==> config.mk <==
export PLATFORM = sky130hd
export DESIGN_NAME = intprio_regs
export DESIGN_NICKNAME = d
export VERILOG_FILES = /design/src/common/intprio_pkg.sv /design/src/hdl/intprio_gate.sv /design/src/hdl/intprio_regs.sv
export SDC_FILE = /design/constraint.sdc
export NUM_CORES = 1
export LEC_CHECK = 0
export ABC_CLOCK_PERIOD_IN_PS = 1500
export CAP_MARGIN = 20
export CELL_PAD_IN_SITES_DETAIL_PLACEMENT = 1
export CELL_PAD_IN_SITES_GLOBAL_PLACEMENT = 2
export CORE_UTILIZATION = 33
export CTS_CLUSTER_SIZE = 20
export DETAILED_ROUTE_END_ITERATION = 8
export DONT_BUFFER_PORTS = 1
export GPL_TIMING_DRIVEN = 0
export PLACE_DENSITY = 0.76
export SLEW_MARGIN = 10
export SYNTH_ARGS = -nofsm -noshare
export SYNTH_HDL_FRONTEND = slang
export SYNTH_HIERARCHICAL = 1
export SYNTH_SLANG_ARGS = --single-unit
==> constraint.sdc <==
create_clock -name sys_clk -period 1.5 [get_ports sys_clk]
set_input_delay 0.075 -clock sys_clk [delete_from_list [all_inputs] [get_ports sys_clk]]
set_output_delay 0.075 -clock sys_clk [all_outputs]
set_load 0.005 [all_outputs]
==> src/common/intprio_pkg.sv <==
/*
  Constants for the interrupt priority register pair: APB offsets, field positions,
  reset values and priority codes.
  Assumes a 32-bit APB bus with word-aligned registers.
*/
package intprio_pkg;

  // ==========================================================
  // Register map (byte addresses)
  localparam logic [11:0] INTPRIO_UART_FAULT_OFS = 12'h000;
  localparam logic [11:0] INTPRIO_CAN_DMA_OFS = 12'h004;
  localparam logic [11:0] INTPRIO_REQ_STAT_OFS = 12'h008;
  localparam int INTPRIO_ADDR_W = 12;

  // ==========================================================
  // Field layout
  localparam int INTPRIO_FIELD_W = 3;
  localparam int INTPRIO_SRC_N = 7;
  localparam int INTPRIO_REG_W = 16;
  localparam int INTPRIO_POS_F2 = 8;
  localparam int INTPRIO_POS_F1 = 4;
  localparam int INTPRIO_POS_F0 = 0;
  localparam int INTPRIO_POS_F3 = 12;

  // ==========================================================
  // Priority codes
  localparam logic [2:0] INTPRIO_DISABLED = 3'h0;
  localparam logic [2:0] INTPRIO_LOWEST = 3'h1;
  localparam logic [2:0] INTPRIO_HIGHEST = 3'h7;
  localparam logic [2:0] INTPRIO_RESET = 3'h4;

  // Source order on the flattened vectors
  typedef enum logic [2:0] {
    INTPRIO_SRC_PWM_FAULT_B = 3'h0,
    INTPRIO_SRC_UART1_ERR = 3'h1,
    INTPRIO_SRC_UART2_ERR = 3'h2,
    INTPRIO_SRC_DMA6 = 3'h3,
    INTPRIO_SRC_DMA7 = 3'h4,
    INTPRIO_SRC_CAN1_TX = 3'h5,
    INTPRIO_SRC_CAN2_TX = 3'h6
  } intprio_src_t;

endpackage

==> src/hdl/intprio_gate.sv <==
/*
  One source's priority presentation stage: registered level and gated request.
  Assumes request inputs already synchronous to sys_clk.
*/
`timescale 1ns/1ps
module intprio_gate
  import intprio_pkg::*;
(
  input wire logic sys_clk,
  input wire logic sys_rst,
  input wire logic [INTPRIO_FIELD_W-1:0] level,
  input wire logic req,
  output logic [INTPRIO_FIELD_W-1:0] level_q,
  output logic req_q
);

  // ==========================================================
  // Gating
  wire enabled = (level != INTPRIO_DISABLED);

  always_ff @(posedge sys_clk) begin
    if (sys_rst) begin
      level_q <= INTPRIO_RESET;
      req_q <= 1'b0;
    end else begin
      level_q <= level;
      req_q <= req & enabled;
    end
  end

endmodule

==> src/hdl/intprio_regs.sv <==
/*
  Two 16-bit priority registers on APB, driving per-source priority levels and
  gated requests toward the arbiter.
  Assumes a single 200 MHz clock, synchronous active-high reset, requests on sys_clk.
*/
// The APB interface to the registers and the register offsets were left to the implementer.
`timescale 1ns/1ps

module intprio_regs
  import intprio_pkg::*;
(
  input wire logic sys_clk,
  input wire logic sys_rst,
  input wire logic psel,
  input wire logic penable,
  input wire logic pwrite,
  input wire logic [INTPRIO_ADDR_W-1:0] paddr,
  input wire logic [31:0] pwdata,
  input wire logic [3:0] pstrb,
  output logic [31:0] prdata,
  output logic pready,
  output logic pslverr,
  input wire logic [INTPRIO_SRC_N-1:0] src_req,
  output logic [INTPRIO_SRC_N*INTPRIO_FIELD_W-1:0] src_level,
  output logic [INTPRIO_SRC_N-1:0] src_req_gated,
  output logic [INTPRIO_SRC_N-1:0] src_top_level
);

  // ==========================================================
  // Field storage, one per source
  logic [INTPRIO_FIELD_W-1:0] prio_q [INTPRIO_SRC_N];
  logic [INTPRIO_FIELD_W-1:0] level_out [INTPRIO_SRC_N];
  logic [INTPRIO_SRC_N-1:0] top_q;

  // ==========================================================
  // APB decode
  wire access = psel & penable;
  wire hit_a = (paddr == INTPRIO_UART_FAULT_OFS);
  wire hit_b = (paddr == INTPRIO_CAN_DMA_OFS);
  wire hit_s = (paddr == INTPRIO_REQ_STAT_OFS);
  wire mapped = hit_a | hit_b | hit_s;
  wire wr_a = access & pwrite & hit_a;
  wire wr_b = access & pwrite & hit_b;
  wire wr_err = access & (~mapped | (pwrite & hit_s));

  // Field positions in the 16-bit word per source
  function automatic int field_pos(input int s);
    case (s)
      0, 3: field_pos = INTPRIO_POS_F0;
      1, 4: field_pos = INTPRIO_POS_F1;
      2, 5: field_pos = INTPRIO_POS_F2;
      default: field_pos = INTPRIO_POS_F3;
    endcase
  endfunction

  // Read images; gaps stay zero
  logic [INTPRIO_REG_W-1:0] img_a;
  logic [INTPRIO_REG_W-1:0] img_b;
  always_comb begin
    img_a = '0;
    img_b = '0;
    for (int s = 0; s < 3; s++) begin
      img_a[field_pos(s) +: INTPRIO_FIELD_W] = prio_q[s];
    end
    for (int s = 3; s < INTPRIO_SRC_N; s++) begin
      img_b[field_pos(s) +: INTPRIO_FIELD_W] = prio_q[s];
    end
  end

  wire [31:0] rd_mux = hit_a ? {16'h0000, img_a} :
                       hit_b ? {16'h0000, img_b} :
                       hit_s ? {25'h0000000, src_req_gated} : 32'h00000000;

  // ==========================================================
  // Per-source fields
  genvar g;
  generate
    for (g = 0; g < INTPRIO_SRC_N; g++) begin : g_src
      localparam int P = field_pos(g);
      localparam int LANE = P / 8;
      wire wr_hit = (g < 3 ? wr_a : wr_b) & pstrb[LANE];
      always_ff @(posedge sys_clk) begin
        if (sys_rst) begin
          prio_q[g] <= INTPRIO_RESET;
        end else if (wr_hit) begin
          prio_q[g] <= pwdata[P +: INTPRIO_FIELD_W];
        end
      end
      intprio_gate u_gate (
        .sys_clk(sys_clk),
        .sys_rst(sys_rst),
        .level(prio_q[g]),
        .req(src_req[g]),
        .level_q(level_out[g]),
        .req_q(src_req_gated[g])
      );
      assign src_level[g*INTPRIO_FIELD_W +: INTPRIO_FIELD_W] = level_out[g];
      // Top user level flag for the arbiter's fast path
      always_ff @(posedge sys_clk) begin
        if (sys_rst) begin
          top_q[g] <= 1'b0;
        end else begin
          top_q[g] <= (prio_q[g] == INTPRIO_HIGHEST);
        end
      end
    end
  endgenerate

  assign src_top_level = top_q;

  // ==========================================================
  // APB answer: one wait-free access phase
  always_ff @(posedge sys_clk) begin
    if (sys_rst) begin
      prdata <= 32'h00000000;
      pready <= 1'b0;
      pslverr <= 1'b0;
    end else begin
      pready <= psel & ~penable;
      pslverr <= psel & ~penable & (~mapped | (pwrite & hit_s));
      prdata <= (psel & ~penable & ~pwrite) ? rd_mux : 32'h00000000;
    end
  end

endmodule

==> out/results.txt <==
Status: completed
Cell Count Post-Placement: 349
Number of DRC markers in iteration 0: 53
Hold path start: paddr[1]
Antenna fix cells: 0
Hold WC Path Type: in2reg
CTS clock-pin slew for the worst setup and hold paths: 0.07 ns
Initial Util: 0.340
CP bufs+invs: 2
Cell Pwr Density: 1140 nW/µm²
Crit path cell chain: dlygate4sd3_1, nor3_1, dlygate4sd3_1, nand4_1, nor2_1
Later-pin clock latency in the skew report: 0.34 ns
RSZ-0062 raised after global routing: no
Initial antenna violation count: 0
Core Region: 8180 µm²
Die W: 93.8 µm
Wire length of the first global-routing pass: 9800 µm
DRC: 0
Die height: 93.8 µm
Number of global-route vias before repair: 1847
Reg-to-reg endpoint: prdata[6]$_SDFF_PP0_
Met2 GRT Util: 0.241
GRT busiest layer: met2
Fraction of layout cells with a size suffix above 1: 0.247
Fmax: 716 MHz
Minimum clock period: 1.40 ns
Layout Cells excl Fill: 393
Root Driver: clkbuf_8
Post-synth top area share: 0.360
TritonCTS clock tree: done
DP HPWL: 4840 µm
GRT met1 Usage: 0.182
Crit path launch type: primary input
Largest cells by area after synthesis: dfxtp_1 36%, edfxtp_1 23%, buf_4 5.7%
Max Buffers Root-to-Sink: 2
Final ANT Viol Nets: 0
Wire per inst: 16.2 µm
Final worst-path cycle share: 0.932
Post-synth top area cell: dfxtp_1
Worst flop-to-flop path startpoint: prio_q[1][2]$_SDFFCE_PN1P_
Remaining Overflow, GRT: 0
Syn-to-layout area delta: 24.7%
Via count: 1829
Initial DRT Pass Iterations: 4
Commonest non-fill, non-tap cell in the layout: dfxtp_1
Nets@finish: 343
Post-Synthesis Cell Area: 2780 µm²
Setup Skew: 0.0109 ns
Routed wire length: 6380 µm
Worst hold path depth: 3
Most used cell, CP: dlygate4sd3_1
Routability cong.: 0.797
Port Buffers: 0
Seq/Total Area, Yosys: 0.587
CTS Sinks: 71
R2r setup slk: 0.47 ns
Delay-heaviest family, CP: buffers and inverters
Worst vdd ir: 0.331 mV
Worst Path Required: 1.78 ns
Die area: 8800 µm²
Cell count after synthesis: 226
Multi-input logic area: 1040 µm²
Fill cells: 885
Critical Path AT: 1.67 ns
Vias per cell: 4.65
Peak per-stage delay on the critical path: 0.58 ns
Hold Fails Final Rpt: 0
Syn Area/Cell: 12.3 µm²
Crit path kind: in2reg
Num CTS Buffers: 9
Netlist cell types: 37
Setup_tns: 0 ns
CP Capture Type: flop
IO Pins: 129
Met3 Use GR: 0.0510
Largest net degree at the start of global routing: 29
Synth Register Bits: 71
CTS H-tree lvls: 3
Max-slew violation count: 0
Hold endpoint: pslverr$_SDFF_PP0_
Max Cap Viol: 0
Final setup fails: 0
Rows: 33
Critical path fanouts, max: 3
Slowest-stage cell, CP: dlygate4sd3_1
Register area: 1630 µm²
Yosys warns: 6
Commonest cells after routing, fill and taps aside: 50 x dfxtp_1, 27 x dlygate4sd3_1, 21 x buf_4, 21 x edfxtp_1, 19 x conb_1
Worst-case reg-to-reg path depth: 3
Total Routing Usage GR: 0.154
P_leak: 0.00142 µW
==> power breakdown <==
group | switching, µW | total [µW] | internal (µW)
sequential | 64.5 | 2120 | 2050
combinational | 110 | 259 | 149
clock | 663 | 1590 | 924
==> layer usage <==
layer,vias up,part of all wire
li1,877,-
met1,853,0.42
met2,88,0.47
met3,11,0.087
met4,0,0.025
met5,-,0
==> worst register-to-register path: stages, from the launching register on <==
cell,delay [ns]
edfxtp_1,0.44
mux2i_1,0.10
or2_2,0.28
a21oi_1,0.14
==> cell type report <==
cell class,count,area share
Multi-Input combinational cell,148,0.299
Sequential cell,71,0.470
Buffer,25,0.0523
Timing Repair Buffer,28,0.0822
Clock inverter,5,0.0209
Clock buffer,11,0.0379
Tap cell,105,0.0379
==> worst max-delay path by stage <==
stage / start / depth (start not counted) / endpoint
after floorplan: paddr[7] / 4 / prio_q[5][0]$_SDFFCE_PN0P_
after global placement: paddr[9] / 4 / prio_q[6][2]$_SDFFCE_PN1P_
after detailed placement: paddr[9] / 4 / prio_q[6][0]$_SDFFCE_PN0P_
after CTS: penable / 4 / prdata[6]$_SDFF_PP0_
after global routing: penable / 4 / prdata[5]$_SDFF_PP0_
final: paddr[0] / 5 / prdata[9]$_SDFF_PP0_
==> Yosys cell counts, drive strengths merged <==
cell type  count
nor2           6
a21o           2
nor3          12
o21ai          1
and2           5
nand2         13
a21oi          6
dfxtp         50
and4           3
and2b          1
nor4b          2
conb           1
edfxtp        21
a31o           2
nand3b         1
and3          16
nor3b          8
mux2i          9
and4b          7
clkbuf         2
nand4          5
nor4           3
nor2b         14
or2           13
buf           23
==> timing repair <==
action,4_1_cts,5_1_grt
hold buffers,27,0
gates resized for setup,0,0
buffers inserted,0,0
hold endpoints to repair,53,0
==> kinds of logic after synthesis <==
family	count (synthesis)	synth area share
other	1	0.00135
buffers and inverters	25	0.0652
AOI/OAI and AO/OA	11	0.0247
DFF	71	0.587
muxes	9	0.0324
and+or+nand+nor	109	0.290
==> sequential cells by signal (all words and copies together) (netlist names) <==
signal and cells:
prio_q 21, prdata 13, src_top_level 7, pready 1
g_src.u_gate/req_q 7, g_src.u_gate/level_q 21, pslverr 1
==> through the flow <==
stage / util / total power, µW / setup WS (ns) / hold WS, ns / cell area, µm²
after CTS: 0.423 / 4000 / 0.0840 / 0.00283 / 3450
after detailed placement: 0.365 / 2350 / -0.0105 / 0.152 / 2980
after global placement: 0.365 / 2340 / 0.0348 / 0.150 / 2980
after floorplan: - / 2300 / 0.219 / 0.145 / 2850
after global routing: 0.424 / 4120 / 0.00448 / 0.0176 / 3470
final: 0.424 / 3960 / 0.103 / 0.00929 / 3470
Note: power is estimated with default switching activity, not from simulation.
